File: config.mk
export PLATFORM = sky130hd
export DESIGN_NAME = wireless_audio_link_port
export DESIGN_NICKNAME = d
export VERILOG_FILES = /design/src/pkg/audio_link_pkg.sv /design/src/verilog/wireless_audio_link_port.sv
export SDC_FILE = /design/constraint.sdc
export NUM_CORES = 1
export LEC_CHECK = 0
export ABC_CLOCK_PERIOD_IN_PS = 3600
export CAP_MARGIN = 25
export CORE_ASPECT_RATIO = 1.25
export CORE_MARGIN = 4
export CORE_UTILIZATION = 45
export CTS_BUF_LIST = sky130_fd_sc_hd__clkbuf_8
export DETAILED_ROUTE_END_ITERATION = 16
export DONT_BUFFER_PORTS = 1
export PLACE_DENSITY_LB_ADDON = 0.08
export RECOVER_POWER = 50
export SLEW_MARGIN = 40
export SYNTH_ARGS = -nofsm -noshare
export SYNTH_HDL_FRONTEND = slang
export SYNTH_SLANG_ARGS = --single-unit
File: constraint.sdc
create_clock -name aclk -period 3.6 [get_ports aclk]
set_clock_uncertainty 0.2 [all_clocks]
set_input_delay 0.36 -clock aclk [delete_from_list [all_inputs] [get_ports aclk]]
set_output_delay 0.36 -clock aclk [all_outputs]
set_load 0.05 [all_outputs]
File: src/pkg/audio_link_pkg.sv
package audio_link_pkg;
  localparam int CLK_MHZ        = 100;
  localparam int UNMUTE_TIME_US = 10;
  localparam int UNMUTE_CYC     = UNMUTE_TIME_US * CLK_MHZ;
  localparam logic [3:0] CTRL_OFS = 4'h0;
  localparam logic [3:0] PAD_OFS  = 4'h4;
  localparam logic [3:0] STAT_OFS = 4'h8;
  localparam logic [3:0] CFG_OFS  = 4'hC;
  localparam int CTRL_COMP_BIT = 0;
  localparam int CTRL_CLKM_BIT = 1;
  localparam int CTRL_WW_LSB   = 2;
  localparam logic [31:0] CTRL_RST = 32'h00000040;
  localparam logic [31:0] PAD_RST  = 32'h00000000;
  localparam int PAD_OUT_LSB  = 0;
  localparam int PAD_DIR_LSB  = 4;
  localparam int PAD_PULL_LSB = 8;
  localparam int CFG_ROLE_BIT   = 0;
  localparam int CFG_STEREO_BIT = 1;
  localparam int CFG_D0_LSB     = 2;
  localparam int CFG_D1_LSB     = 4;
  localparam int CFG_DEV_BIT    = 6;
  localparam logic [1:0] DIR_UNUSED = 2'h0;
  localparam logic [1:0] DIR_IN     = 2'h1;
  localparam logic [1:0] DIR_OUT    = 2'h2;
  localparam logic [1:0] PULL_UP    = 2'h1;
  localparam logic [1:0] PULL_DOWN  = 2'h2;
  localparam logic [4:0] WW_MIN   = 5'h10;
  localparam logic [4:0] WW_MAX   = 5'h18;
  localparam logic [4:0] SAMPLE_W = 5'h10;
  localparam logic [1:0] RESP_OK  = 2'h0;
  localparam logic [1:0] RESP_ERR = 2'h2;
  typedef enum logic [3:0] {
    ST_IDLE  = 4'b0001,
    ST_CODEC = 4'b0010,
    ST_JOIN  = 4'b0100,
    ST_RUN   = 4'b1000
  } role_st_e;
endpackage : audio_link_pkg

File: src/verilog/wireless_audio_link_port.sv
`timescale 1ns/1ns
module wireless_audio_link_port import audio_link_pkg::*; #(
  parameter int MCLK_HALF = 4,
  parameter int BCLK_HALF = 8,
  parameter int NPAD      = 4,
  parameter int NSEC      = 4
) (
  input  wire logic              aclk,
  input  wire logic              aresetn,
  input  wire logic [3:0]        awaddr,
  input  wire logic              awvalid,
  output logic                   awready,
  input  wire logic [31:0]       wdata,
  input  wire logic [3:0]        wstrb,
  input  wire logic              wvalid,
  output logic                   wready,
  output logic [1:0]             bresp,
  output logic                   bvalid,
  input  wire logic              bready,
  input  wire logic [3:0]        araddr,
  input  wire logic              arvalid,
  output logic                   arready,
  output logic [31:0]            rdata,
  output logic [1:0]             rresp,
  output logic                   rvalid,
  input  wire logic              rready,
  input  wire logic              cfg_loaded,
  input  wire logic [7:0]        cfg_image,
  output logic                   codec_cfg_go,
  input  wire logic              codec_cfg_done,
  input  wire logic              net_formed,
  input  wire logic [1:0]        peer_cnt,
  input  wire logic              link_good,
  output logic                   net_search,
  output logic                   net_create,
  output logic                   ref_clk_drive,
  output logic                   ref_clk_regen,
  output logic                   side_chan_en,
  output logic                   afh_en,
  output logic                   compress_en,
  input  wire logic              pkt_done,
  input  wire logic [NSEC-1:0]   sec_err,
  output logic                   retx_req,
  output logic [NSEC-1:0]        retx_mask,
  input  wire logic [15:0]       rx_left,
  input  wire logic [15:0]       rx_right,
  input  wire logic              rx_valid,
  output logic [15:0]            tx_left,
  output logic [15:0]            tx_right,
  output logic                   tx_valid,
  output logic                   mclk_o,
  input  wire logic              bclk_i,
  output logic                   bclk_o,
  output logic                   bclk_oe_n,
  input  wire logic              wclk_i,
  output logic                   wclk_o,
  output logic                   wclk_oe_n,
  input  wire logic [1:0]        audio_data_i,
  output logic [1:0]             audio_data_o,
  output logic [1:0]             audio_data_oe_n,
  input  wire logic              spi_cs_n,
  input  wire logic              spi_rd_data,
  output logic                   miso_o,
  output logic [NPAD-1:0]        gio_o,
  output logic [NPAD-1:0]        gio_oe_n,
  output logic [NPAD-1:0]        gio_pu,
  output logic [NPAD-1:0]        gio_pd
);

  logic [31:0]     ctrl_ff, pad_ff, rdata_ff;
  logic [7:0]      cfg_ff;
  logic [3:0]      awaddr_ff;
  logic [31:0]     wdata_ff;
  logic [3:0]      wstrb_ff;
  logic            aw_hold_ff, w_hold_ff, bvalid_ff, rvalid_ff;
  logic [1:0]      bresp_ff, rresp_ff;
  role_st_e        st_ff, nxt_st;
  logic            go_ff, mute_ff, retx_ff;
  logic [NSEC-1:0] retx_mask_ff;
  logic [15:0]     good_cnt_ff;
  logic [15:0]     play_l_ff, play_r_ff, tx_l_ff, tx_r_ff, rx_sh_ff, tx_sh_ff;
  logic            tx_valid_ff;
  logic [7:0]      mdiv_ff, bdiv_ff;
  logic            mclk_ff, bclk_ff, ws_o_ff;
  logic [4:0]      wcnt_ff, bitcnt_ff;
  logic [2:0]      bclk_s_ff;
  logic [1:0]      wclk_s_ff, cs_s_ff;
  logic [1:0]      din_s0_ff, din_s1_ff;
  logic            ws_r_ff, ws_q_ff, ser_ff, miso_ff;

  // register bus decode
  wire         aw_ok   = aw_hold_ff | (awvalid & awready);
  wire         w_ok    = w_hold_ff | (wvalid & wready);
  wire  [3:0]  wa      = aw_hold_ff ? awaddr_ff : awaddr;
  wire  [31:0] wd      = w_hold_ff ? wdata_ff : wdata;
  wire  [3:0]  ws      = w_hold_ff ? wstrb_ff : wstrb;
  wire         do_wr   = aw_ok & w_ok & ~bvalid_ff;
  wire  [31:0] wmask   = {{8{ws[3]}}, {8{ws[2]}}, {8{ws[1]}}, {8{ws[0]}}};
  wire         wr_ctrl = do_wr & (wa == CTRL_OFS);
  wire         wr_pad  = do_wr & (wa == PAD_OFS);
  wire         wa_map  = (wa == CTRL_OFS) | (wa == PAD_OFS);
  wire  [31:0] stat_w  = {16'h0000, 4'h0, st_ff, mute_ff, net_formed, peer_cnt,
                          cfg_ff[CFG_ROLE_BIT], ws_r_ff, 2'h0};
  wire  [31:0] rd_mux  = (araddr == CTRL_OFS) ? ctrl_ff :
                         (araddr == PAD_OFS)  ? pad_ff :
                         (araddr == STAT_OFS) ? stat_w :
                         (araddr == CFG_OFS)  ? {24'h000000, cfg_ff} : 32'h00000000;
  wire         ra_map  = (araddr == CTRL_OFS) | (araddr == PAD_OFS) |
                         (araddr == STAT_OFS) | (araddr == CFG_OFS);

  assign awready = ~aw_hold_ff & ~bvalid_ff;
  assign wready  = ~w_hold_ff & ~bvalid_ff;
  assign arready = ~rvalid_ff;
  assign bvalid  = bvalid_ff;
  assign bresp   = bresp_ff;
  assign rvalid  = rvalid_ff;
  assign rresp   = rresp_ff;
  assign rdata   = rdata_ff;

  always_ff @(posedge aclk) begin
    if (!aresetn) begin
      aw_hold_ff <= 1'b0;
      w_hold_ff  <= 1'b0;
      awaddr_ff  <= 4'h0;
      wdata_ff   <= 32'h00000000;
      wstrb_ff   <= 4'h0;
      bvalid_ff  <= 1'b0;
      bresp_ff   <= RESP_OK;
    end else begin
      if (awvalid & awready) awaddr_ff <= awaddr;
      if (wvalid & wready) begin
        wdata_ff <= wdata;
        wstrb_ff <= wstrb;
      end
      aw_hold_ff <= aw_ok & ~do_wr;
      w_hold_ff  <= w_ok & ~do_wr;
      if (do_wr) begin
        bvalid_ff <= 1'b1;
        bresp_ff  <= wa_map ? RESP_OK : RESP_ERR;
      end else if (bready) begin
        bvalid_ff <= 1'b0;
      end
    end
  end

  always_ff @(posedge aclk) begin
    if (!aresetn) begin
      rvalid_ff <= 1'b0;
      rdata_ff  <= 32'h00000000;
      rresp_ff  <= RESP_OK;
    end else if (arvalid & arready) begin
      rvalid_ff <= 1'b1;
      rdata_ff  <= rd_mux;
      rresp_ff  <= ra_map ? RESP_OK : RESP_ERR;
    end else if (rready) begin
      rvalid_ff <= 1'b0;
    end
  end

  always_ff @(posedge aclk) begin
    if (!aresetn) begin
      ctrl_ff <= CTRL_RST;
      pad_ff  <= PAD_RST;
    end else begin
      if (wr_ctrl) ctrl_ff <= (ctrl_ff & ~wmask) | (wd & wmask);
      if (wr_pad) pad_ff <= (pad_ff & ~wmask) | (wd & wmask);
    end
  end

  // pads: direction and termination per pad
  for (genvar i = 0; i < NPAD; i++) begin : g_pad
    wire [1:0] pull = pad_ff[PAD_PULL_LSB + 2*i +: 2];
    assign gio_o[i]    = pad_ff[PAD_OUT_LSB + i];
    assign gio_oe_n[i] = ~pad_ff[PAD_DIR_LSB + i];
    assign gio_pu[i]   = (pull == PULL_UP);
    assign gio_pd[i]   = (pull == PULL_DOWN);
  end

  // serial data-out pin sharing
  always_ff @(posedge aclk) begin
    if (!aresetn) begin
      cs_s_ff <= 2'h3;
      miso_ff <= 1'b0;
    end else begin
      cs_s_ff <= {cs_s_ff[0], spi_cs_n};
      miso_ff <= cs_s_ff[1] ? gio_o[0] : spi_rd_data;
    end
  end
  assign miso_o = miso_ff;

  // role sequencing
  wire is_master = cfg_ff[CFG_ROLE_BIT];
  wire formed_ok = net_formed & (peer_cnt != 2'h0) & (peer_cnt != 2'h3);

  always_comb begin
    nxt_st = st_ff;
    unique case (st_ff)
      ST_IDLE:  if (cfg_loaded) nxt_st = ST_CODEC;
      ST_CODEC: if (!cfg_ff[CFG_DEV_BIT] || codec_cfg_done) nxt_st = ST_JOIN;
      ST_JOIN:  if (formed_ok) nxt_st = ST_RUN;
      ST_RUN:   if (!formed_ok) nxt_st = ST_JOIN;
      default:  nxt_st = ST_IDLE;
    endcase
  end

  always_ff @(posedge aclk) begin
    if (!aresetn) begin
      st_ff  <= ST_IDLE;
      cfg_ff <= 8'h00;
      go_ff  <= 1'b0;
    end else begin
      st_ff <= nxt_st;
      if (st_ff == ST_IDLE && cfg_loaded) cfg_ff <= cfg_image;
      go_ff <= (st_ff == ST_IDLE) & cfg_loaded & cfg_image[CFG_DEV_BIT];
    end
  end

  assign codec_cfg_go  = go_ff;
  assign net_search    = (st_ff == ST_JOIN) & ~is_master;
  assign net_create    = (st_ff == ST_JOIN) & is_master;
  assign ref_clk_drive = is_master & (st_ff != ST_IDLE);
  assign ref_clk_regen = ~is_master & (st_ff == ST_RUN);
  assign side_chan_en  = (st_ff == ST_RUN);
  assign afh_en        = (st_ff == ST_JOIN) | (st_ff == ST_RUN);
  assign compress_en   = ctrl_ff[CTRL_COMP_BIT];

  // mute and section retransmission
  always_ff @(posedge aclk) begin
    if (!aresetn) begin
      mute_ff      <= 1'b1;
      good_cnt_ff  <= 16'h0000;
      retx_ff      <= 1'b0;
      retx_mask_ff <= '0;
    end else begin
      if (!link_good || st_ff != ST_RUN) begin
        mute_ff     <= 1'b1;
        good_cnt_ff <= 16'h0000;
      end else if (good_cnt_ff == 16'(UNMUTE_CYC - 1)) begin
        mute_ff <= 1'b0;
      end else begin
        good_cnt_ff <= good_cnt_ff + 16'h0001;
      end
      retx_ff <= pkt_done & (|sec_err);
      if (pkt_done) retx_mask_ff <= sec_err;
    end
  end
  assign retx_req  = retx_ff;
  assign retx_mask = retx_mask_ff;

  // buffered received samples, zeroed while muted
  always_ff @(posedge aclk) begin
    if (!aresetn) begin
      play_l_ff <= 16'h0000;
      play_r_ff <= 16'h0000;
    end else if (mute_ff) begin
      play_l_ff <= 16'h0000;
      play_r_ff <= 16'h0000;
    end else if (rx_valid) begin
      play_l_ff <= rx_left;
      play_r_ff <= cfg_ff[CFG_STEREO_BIT] ? rx_right : rx_left;
    end
  end

  // clock generation and sampling
  wire       clk_master = is_master & ctrl_ff[CTRL_CLKM_BIT];
  wire [4:0] ww_reg     = ctrl_ff[CTRL_WW_LSB +: 5];
  wire [4:0] ww         = (ww_reg < WW_MIN) ? WW_MIN : (ww_reg > WW_MAX) ? WW_MAX : ww_reg;
  wire       bdiv_end   = (bdiv_ff == 8'(BCLK_HALF - 1));
  wire       m_rise     = clk_master & bdiv_end & ~bclk_ff;
  wire       m_fall     = clk_master & bdiv_end & bclk_ff;
  wire       s_rise     = ~clk_master & bclk_s_ff[1] & ~bclk_s_ff[2];
  wire       s_fall     = ~clk_master & ~bclk_s_ff[1] & bclk_s_ff[2];
  wire       bit_rise   = m_rise | s_rise;
  wire       bit_fall   = m_fall | s_fall;
  wire       ws_now     = clk_master ? ws_o_ff : wclk_s_ff[1];
  wire [1:0] d0_dir     = cfg_ff[CFG_D0_LSB +: 2];
  wire [1:0] d1_dir     = cfg_ff[CFG_D1_LSB +: 2];
  wire       din        = (d0_dir == DIR_IN) ? din_s1_ff[0] :
                          (d1_dir == DIR_IN) ? din_s1_ff[1] : 1'b0;
  wire       word_edge  = bit_fall & (ws_r_ff != ws_q_ff);
  wire [15:0] samp      = ws_r_ff ? play_r_ff : play_l_ff;

  always_ff @(posedge aclk) begin
    if (!aresetn) begin
      mdiv_ff <= 8'h00;
      mclk_ff <= 1'b0;
    end else if (mdiv_ff == 8'(MCLK_HALF - 1)) begin
      mdiv_ff <= 8'h00;
      mclk_ff <= ~mclk_ff;
    end else begin
      mdiv_ff <= mdiv_ff + 8'h01;
    end
  end
  assign mclk_o = mclk_ff;

  always_ff @(posedge aclk) begin
    if (!aresetn) begin
      bdiv_ff <= 8'h00;
      bclk_ff <= 1'b0;
      ws_o_ff <= 1'b0;
      wcnt_ff <= 5'h00;
    end else if (!clk_master || bdiv_end) begin
      bdiv_ff <= 8'h00;
      bclk_ff <= clk_master & ~bclk_ff;
      if (m_fall) begin
        wcnt_ff <= (wcnt_ff == ww - 5'h01) ? 5'h00 : wcnt_ff + 5'h01;
        if (wcnt_ff == ww - 5'h01) ws_o_ff <= ~ws_o_ff;
      end
    end else begin
      bdiv_ff <= bdiv_ff + 8'h01;
    end
  end

  always_ff @(posedge aclk) begin
    if (!aresetn) begin
      bclk_s_ff <= 3'h0;
      wclk_s_ff <= 2'h0;
      din_s0_ff <= 2'h0;
      din_s1_ff <= 2'h0;
    end else begin
      bclk_s_ff <= {bclk_s_ff[1:0], bclk_i};
      wclk_s_ff <= {wclk_s_ff[0], wclk_i};
      din_s0_ff <= audio_data_i;
      din_s1_ff <= din_s0_ff;
    end
  end

  // serial audio: sample on rise, shift out on fall
  always_ff @(posedge aclk) begin
    if (!aresetn) begin
      ws_r_ff     <= 1'b0;
      ws_q_ff     <= 1'b0;
      bitcnt_ff   <= 5'h1F;
      rx_sh_ff    <= 16'h0000;
      tx_sh_ff    <= 16'h0000;
      ser_ff      <= 1'b0;
      tx_l_ff     <= 16'h0000;
      tx_r_ff     <= 16'h0000;
      tx_valid_ff <= 1'b0;
    end else begin
      tx_valid_ff <= 1'b0;
      if (bit_rise) begin
        ws_r_ff <= ws_now;
        if (bitcnt_ff < SAMPLE_W) rx_sh_ff <= {rx_sh_ff[14:0], din};
        if (bitcnt_ff != 5'h1F) bitcnt_ff <= bitcnt_ff + 5'h01;
      end
      if (bit_fall) begin
        ws_q_ff <= ws_r_ff;
      end
      if (word_edge) begin
        bitcnt_ff <= 5'h00;
        tx_sh_ff  <= {samp[14:0], 1'b0};
        ser_ff    <= samp[15];
        if (ws_q_ff) begin
          tx_r_ff     <= cfg_ff[CFG_STEREO_BIT] ? rx_sh_ff : tx_l_ff;
          tx_valid_ff <= 1'b1;
        end else begin
          tx_l_ff <= rx_sh_ff;
        end
      end else if (bit_fall) begin
        tx_sh_ff <= {tx_sh_ff[14:0], 1'b0};
        ser_ff   <= tx_sh_ff[15];
      end
    end
  end

  assign tx_left         = tx_l_ff;
  assign tx_right        = tx_r_ff;
  assign tx_valid        = tx_valid_ff;
  assign bclk_o          = bclk_ff;
  assign wclk_o          = ws_o_ff;
  assign bclk_oe_n       = ~clk_master;
  assign wclk_oe_n       = ~clk_master;
  assign audio_data_o    = {2{ser_ff}};
  assign audio_data_oe_n = {d1_dir != DIR_OUT, d0_dir != DIR_OUT};
endmodule : wireless_audio_link_port

==> run_results.csv, run 1 <==
group,metric,value,unit
run_status,status,"complete, no violations",
worst_setup_path,endpoint_kind,"flop",
clock_network,postCtsHoldBufs,134,
pwr,powerDensity,469,nW/um^2
sta,final.setup.worst_slack,455,ps
finish,layout-drive-gt1-share,11.8,%
sta,setup_viol,0,
logic_synthesis,yosysSeqAreaShare,47.6,%
clock_network,clockBufferDepth,3,
worst_setup_path,setup.worst_path.end,"rvalid",
finish,stdcell_area,16000,sq um
pwr,finalPower,7.50,mW
clock_network,htreeDepth,2,
sta,slew-limit-headroom,20.8,%
hold_path,hp-class,"in -> reg",
sta,rsz0062_at_grt,"no",
logic_synthesis,synth_edf_count,0,
floorplan,die_y,201,um
logic_synthesis,ys.warnings.count,0,
worst_setup_path,r2r_end,"awaddr_ff[0]",
clock_network,cts_tree,"yes",
routing,drc,0,
clock_network,clk_latency,600,ps
finish,post-route-util,54.6,%
logic_synthesis,synth_largest_area_cell,"dfxtp_1",
placed_design,gp_congestion,0.856,
routing,drt_iter0_markers,530,
routing,wl_per_cell,18.3,um
clock_network,numCtsBuffers,52,
finish,num-nets-final,1670,
logic_synthesis,yosysMostFrequentCell,"dfxtp_1",
pwr,switching_share,26.4,%
logic_synthesis,synth-seq-cells,317,
logic_synthesis,synth_ff_type,"dfxtp_1",
logic_synthesis,synth_top_area_share,47.6,%
logic_synthesis,synthCells,1457,
logic_synthesis,syn_area,13300,sq um
grt,grt_max_degree,120,
finish,syn_to_final_growth,19.7,%
floorplan,dieArea,32500,sq um
floorplan,fp-row-count,70,
sta,post-route-min-period,3150,ps
logic_synthesis,syn_avg_cell_area,9.16,sq um
placed_design,place_inst,1762,
worst_setup_path,start_kind,"input pin",
placed_design,dpl_cell_area,13700,sq um
logic_synthesis,synth_commonest_cells,"dfxtp_1, nand2_1, nor2_1, mux2i_1, clkbuf_1",
worst_setup_path,reg2regPathDepth,5,
floorplan,die_w,162,um
routing,ant_nets,0,
sta,fmax,0.318,GHz
flow_run,maxCapViolCount,0,
pwr,power_frac_seq,50.8,%
routing,routed_wl,36300,um
clock_network,clk_pin_slew,60,ps
worst_setup_path,rr_startpoint,"bvalid",
worst_setup_path,worstPathMaxFanout,119,
clock_network,cts-root-buf,"clkbuf_8",
sta,tightest_slew,1180,ps
placed_design,hpwl,24000,um
finish,stdcell_count,1986,
sta,final_hold_viol_count,0,
pwr,p_clk_share,39.9,%
grt,overflow,0,
logic_synthesis,synthArstFlopShare,0,%
pwr,ir_drop,330,uV
pwr,p_sw,1.98,mW
finish,antenna_cells,0,
worst_setup_path,path_class,"in -> reg",
grt,grt_use_total,21.9,%
routing,num_vias,10700,
pwr,pwr-share-comb,9.3,%
floorplan,core_area,29300,sq um
floorplan,start_util,45.6,%
clock_network,postCtsSetupBuffers,0,
worst_setup_path,r2r_setup_slack,640,ps
grt,antenna_found_initial,0,
routing,dr.pass1.iters,5,
finish,nFillCells,2738,
clock_network,cts_resized,0,
placed_design,port_buffers,0,
floorplan,ios,222,
clock_network,cts.sinks,317,
grt,grt_pass1_vias,10800,
pwr,power.internal,5.52,mW
worst_setup_path,crit_required,3930,ps
sta,tns,0,ps
sta,hold_slack,53.1,ps
logic_synthesis,synth_area_leaders,"dfxtp_1, mux2i_1, o221a_2",
pwr,static-leakage-power,5.84,nW
sta,drv_slew,0,
worst_setup_path,crit_arrival,3470,ps
sta,period_share,87.4,%
worst_setup_path,startpoint,"aresetn",
placed_design,place_ws,817,ps
routing,vias_per_cell,5.40,
grt,grt_first_pass_wirelength,58400,um
logic_synthesis,ys_types,52,
==> logic make-up after synthesis <==
| logic type | share of synthesized area [%] |
|---|---|
| simple gates | 18.2 |
| other cells | 0.0281 |
| xor+xnor | 2.69 |
| flops | 47.6 |
| fa+ha+maj | 0.656 |
| mux | 11.1 |
| compound gates | 15.7 |
| buf+inv | 4.04 |
==> power by group through the flow <==
stage | sequential [mW] | clock (mW) | combinational, mW
2_1_floorplan | 3.83 | 0 | 0.476
3_3_place_gp | 3.89 | 0 | 0.531
3_5_place_dp | 3.89 | 0 | 0.536
4_1_cts | 3.81 | 3.10 | 0.701
5_1_grt | 3.82 | 3.26 | 0.770
6_report | 3.81 | 2.99 | 0.695
==> worst min-delay path by stage <==
stage / startpoint / end / slack (ps) / cells past startpoint
2_1_floorplan: cs_s_ff[0] / cs_s_ff[1] / 190 / 1
4_1_cts: peer_cnt[1] / rdata[5] / 20 / 4
6_report: peer_cnt[1] / rdata[5] / 50 / 4
5_1_grt: peer_cnt[1] / rdata[5] / 30 / 4
3_3_place_gp: cs_s_ff[0] / cs_s_ff[1] / 190 / 1
3_5_place_dp: cs_s_ff[0] / cs_s_ff[1] / 200 / 1
==> cells in the final DEF, fill, tap and decap left out, types with 38 or more instances in the layout <==
master           n
mux2i_1        134
nand3_1         38
nor3_1          39
nand2_1        176
a211oi_1        47
a21oi_1         70
dfxtp_1        315
o221a_2         62
clkbuf_8        65
nor2_1         171
dlygate4sd3_1  132
==> metal layers <==
| metal | share of wire [%] | routed length (um) | track usage [%] |
|---|---|---|---|
| met1 | 42 | 15200 | 26.5 |
| met2 | 49 | 17700 | 37.5 |
| met3 | 6.3 | 2280 | 5.96 |
| met4 | 3.2 | 1170 | 7.74 |
| met5 | 0 | 0 | 0 |
==> critical path, cell delays in order <==
cell and delay (ps):
dlygate4sd3_1 630, buf_16 420, inv_4 300, clkbuf_2 680, a211oi_1 410, dlygate4sd3_1 590
==> layout make-up <==
type | count | area [sq um] | share of cell area (%)
multi-input combinational | 1009 | 6530 | 40.9
clock inverter | 25 | 101 | 0.634
sequential | 317 | 6350 | 39.8
tap | 396 | 495 | 3.10
timing repair buffer | 161 | 1560 | 9.73
inverter | 13 | 51.3 | 0.321
clock buffer | 65 | 895 | 5.60
Power figures use the tool's default switching activity.
==> run 2: changes to the inputs <==
--- a/config.mk
+++ b/config.mk
@@ -5,7 +5,7 @@
 export SDC_FILE = /design/constraint.sdc
 export NUM_CORES = 1
 export LEC_CHECK = 0
-export ABC_CLOCK_PERIOD_IN_PS = 3600
+export ABC_AREA = 1
 export CAP_MARGIN = 25
 export CORE_ASPECT_RATIO = 1.25
 export CORE_MARGIN = 4
@@ -14,7 +14,7 @@
 export DETAILED_ROUTE_END_ITERATION = 16
 export DONT_BUFFER_PORTS = 1
 export PLACE_DENSITY_LB_ADDON = 0.08
-export RECOVER_POWER = 50
+export RECOVER_POWER = 100
 export SLEW_MARGIN = 40
 export SYNTH_ARGS = -nofsm -noshare
 export SYNTH_HDL_FRONTEND = slang
==> run 2 against run 1 <==
Count of clock-buffer cells in the layout shrank 2. Combinational power increased by 96%. Critical path depth increased by 1. Largest power group unchanged.
==> run_results.csv, run 2 <==
group,metric,value,unit
clock_network,postCtsSetupBuffers,0,
finish,layout_common_cells,"nand2_1, nor2_1, dfxtp_1",
routing,drc,0,
sta,final_hold_viol_count,0,
sta,tns,0,ps
finish,stdcell_count,2521,
run_status,status,"complete, no violations",
clock_network,clk_latency,610,ps
grt,grt_pass1_vias,12600,
pwr,static-leakage-power,6.96,nW
logic_synthesis,synth_commonest_cells,"nand2_1, nor2_1, dfxtp_1, inv_1, o21ai_0",
logic_synthesis,synth_top_area_share,45.9,%
worst_setup_path,worstPathMaxFanout,43,
sta,fmax,0.316,GHz
finish,post-route-util,55.5,%
finish,syn_to_final_growth,21.3,%
routing,num_vias,13000,
placed_design,gp_congestion,0.860,
pwr,p_sw,2.59,mW
grt,overflow,0,
pwr,powerDensity,494,nW/um^2
sta,tightest_slew,1400,ps
worst_setup_path,path_class,"reg -> reg",
pwr,power.internal,5.70,mW
logic_synthesis,synth_ff_type,"dfxtp_1",
logic_synthesis,synthCells,1943,
placed_design,place_ws,765,ps
logic_synthesis,yosysSeqAreaShare,45.9,%
placed_design,port_buffers,0,
worst_setup_path,r2r_setup_slack,430,ps
floorplan,ios,222,
routing,ant_nets,0,
grt,grt_first_pass_wirelength,65000,um
grt,grt_use_total,23.7,%
floorplan,die_w,165,um
clock_network,cts-root-buf,"clkbuf_8",
logic_synthesis,synthArstFlopShare,0,%
finish,final_common_cell,"nand2_1",
floorplan,start_util,45.8,%
sta,period_share,87.9,%
logic_synthesis,synth_area_leaders,"dfxtp_1, nand2_1, nor2_1",
hold_path,hp-class,"in -> reg",
worst_setup_path,rr_startpoint,"bvalid",
placed_design,hpwl,26200,um
clock_network,cts.sinks,317,
routing,dr.pass1.iters,5,
hold_path,hold_start,"wstrb[3]",
logic_synthesis,yosysMostFrequentCell,"nand2_1",
worst_setup_path,crit_arrival,3520,ps
clock_network,clockBufferDepth,3,
routing,drt_iter0_markers,654,
finish,layout-drive-gt1-share,5.48,%
logic_synthesis,ys_types,45,
floorplan,fp-row-count,71,
finish,num-nets-final,2197,
sta,hold_slack,12.2,ps
sta,setup_viol,0,
worst_setup_path,crit_required,3950,ps
grt,antenna_found_initial,4,
clock_network,numCtsBuffers,51,
logic_synthesis,ys.warnings.count,0,
logic_synthesis,synth_edf_count,0,
logic_synthesis,syn_area,13800,sq um
pwr,pwr-share-comb,16.4,%
worst_setup_path,endpoint_kind,"flop",
routing,vias_per_cell,5.16,
routing,routed_wl,40500,um
clock_network,cts_tree,"yes",
floorplan,core_area,30200,sq um
sta,post-route-min-period,3170,ps
flow_run,maxCapViolCount,0,
sta,drv_slew,0,
floorplan,dieArea,33600,sq um
grt,grt_max_degree,217,
floorplan,die_y,204,um
worst_setup_path,start_kind,"flop",
sta,slew-limit-headroom,6.81,%
pwr,p_clk_share,36.2,%
pwr,ir_drop,451,uV
hold_path,hold-path-cell-count,4,
pwr,power_frac_seq,47.4,%
clock_network,htreeDepth,2,
sta,final.setup.worst_slack,434,ps
pwr,switching_share,31.3,%
logic_synthesis,synth-seq-cells,317,
placed_design,place_inst,2246,
routing,wl_per_cell,16.1,um
sta,rsz0062_at_grt,"no",
logic_synthesis,synth_largest_area_cell,"dfxtp_1",
worst_setup_path,reg2regPathDepth,7,
clock_network,clk_pin_slew,60,ps
logic_synthesis,syn_avg_cell_area,7.12,sq um
[run 2: changes by cell type after synthesis, moves of 72 or more]
cell	previous run	this run
inv_1	13	196
mux2i_1	134	8
nand2_1	176	366
nand3_1	38	110
nor2_1	171	343
o21ai_0	31	155
[run 2: cell type report]
| class | count | area [sq um] |
|---|---|---|
| Fill cell | 2956 | 13400 |
| Sequential cell | 317 | 6350 |
| Multi-Input combinational cell | 1310 | 6190 |
| Timing Repair Buffer | 198 | 1980 |
| Clock buffer | 63 | 867 |
| Inverter | 203 | 767 |
| Tap cell | 401 | 502 |
| Clock inverter | 25 | 108 |
| Antenna cell | 4 | 10.0 |
[run 2: through the flow]
step	total power [mW]	area (sq um)
CTS	8.38	16800
global route	8.71	16800
detailed placement	5.11	14000
floorplan	4.88	13800
global placement	5.09	14000
finish	8.29	16800
[run 2: timing repair]
item	CTS	global route
gates resized for setup	0	0
hold buffers	181	1
endpoints found under the hold margin	285	56
endpoints found under the setup margin	0	0
[run 2: logic make-up after synthesis]
| kind of cell | count (synthesis) | share of synthesized area (%) |
|---|---|---|
| flip-flops | 317 | 45.9 |
| buffers and inverters | 317 | 9.26 |
| other | 1 | 0.0271 |
| XOR/XNOR | 11 | 0.697 |
| AND/OR/NAND/NOR | 933 | 28.8 |
| AO/OA/AOI/OAI | 349 | 14.1 |
| adder cells (fa/ha/maj) | 7 | 0.633 |
| multiplexers | 8 | 0.579 |
[run 2: worst max path at each step]
stage	start	endpoint	slack, ps	cells after the start
floorplan	bvalid	awaddr_ff[0]	1480	4
CTS	bvalid	awaddr_ff[1]	470	6
global route	bdiv_ff[0]	tx_right[1]	200	11
global placement	bvalid	flop	870	7
detailed placement	bvalid	flop	770	7
finish	bvalid	flop	430	7
[run 2: metal layers]
layer,GRT usage (%),vias to the layer above,wire [um]
met4,11.1,0,1930
met3,6.29,113,2610
met2,40.5,324,19700
li1,-,6615,-
met1,27.5,5963,16300
met5,0,-,0
[run 2: worst max-delay path, stage by stage, from the launching register on]
cell,delay [ps]
dfxtp_1,550
nor3b_4,560
nor2_1,160
nor2_4,600
buf_12,290
nand4_1,110
nand3_1,100
dlygate4sd3_1,540
[run 2: power groups by stage]
stage / sequential, mW / clock (mW) / combinational (mW)
6_report: 3.93 / 3.00 / 1.36
5_1_grt: 3.95 / 3.25 / 1.51
4_1_cts: 3.93 / 3.09 / 1.36
3_5_place_dp: 4.01 / 0 / 1.11
3_3_place_gp: 4.00 / 0 / 1.09
2_1_floorplan: 3.96 / 0 / 0.916
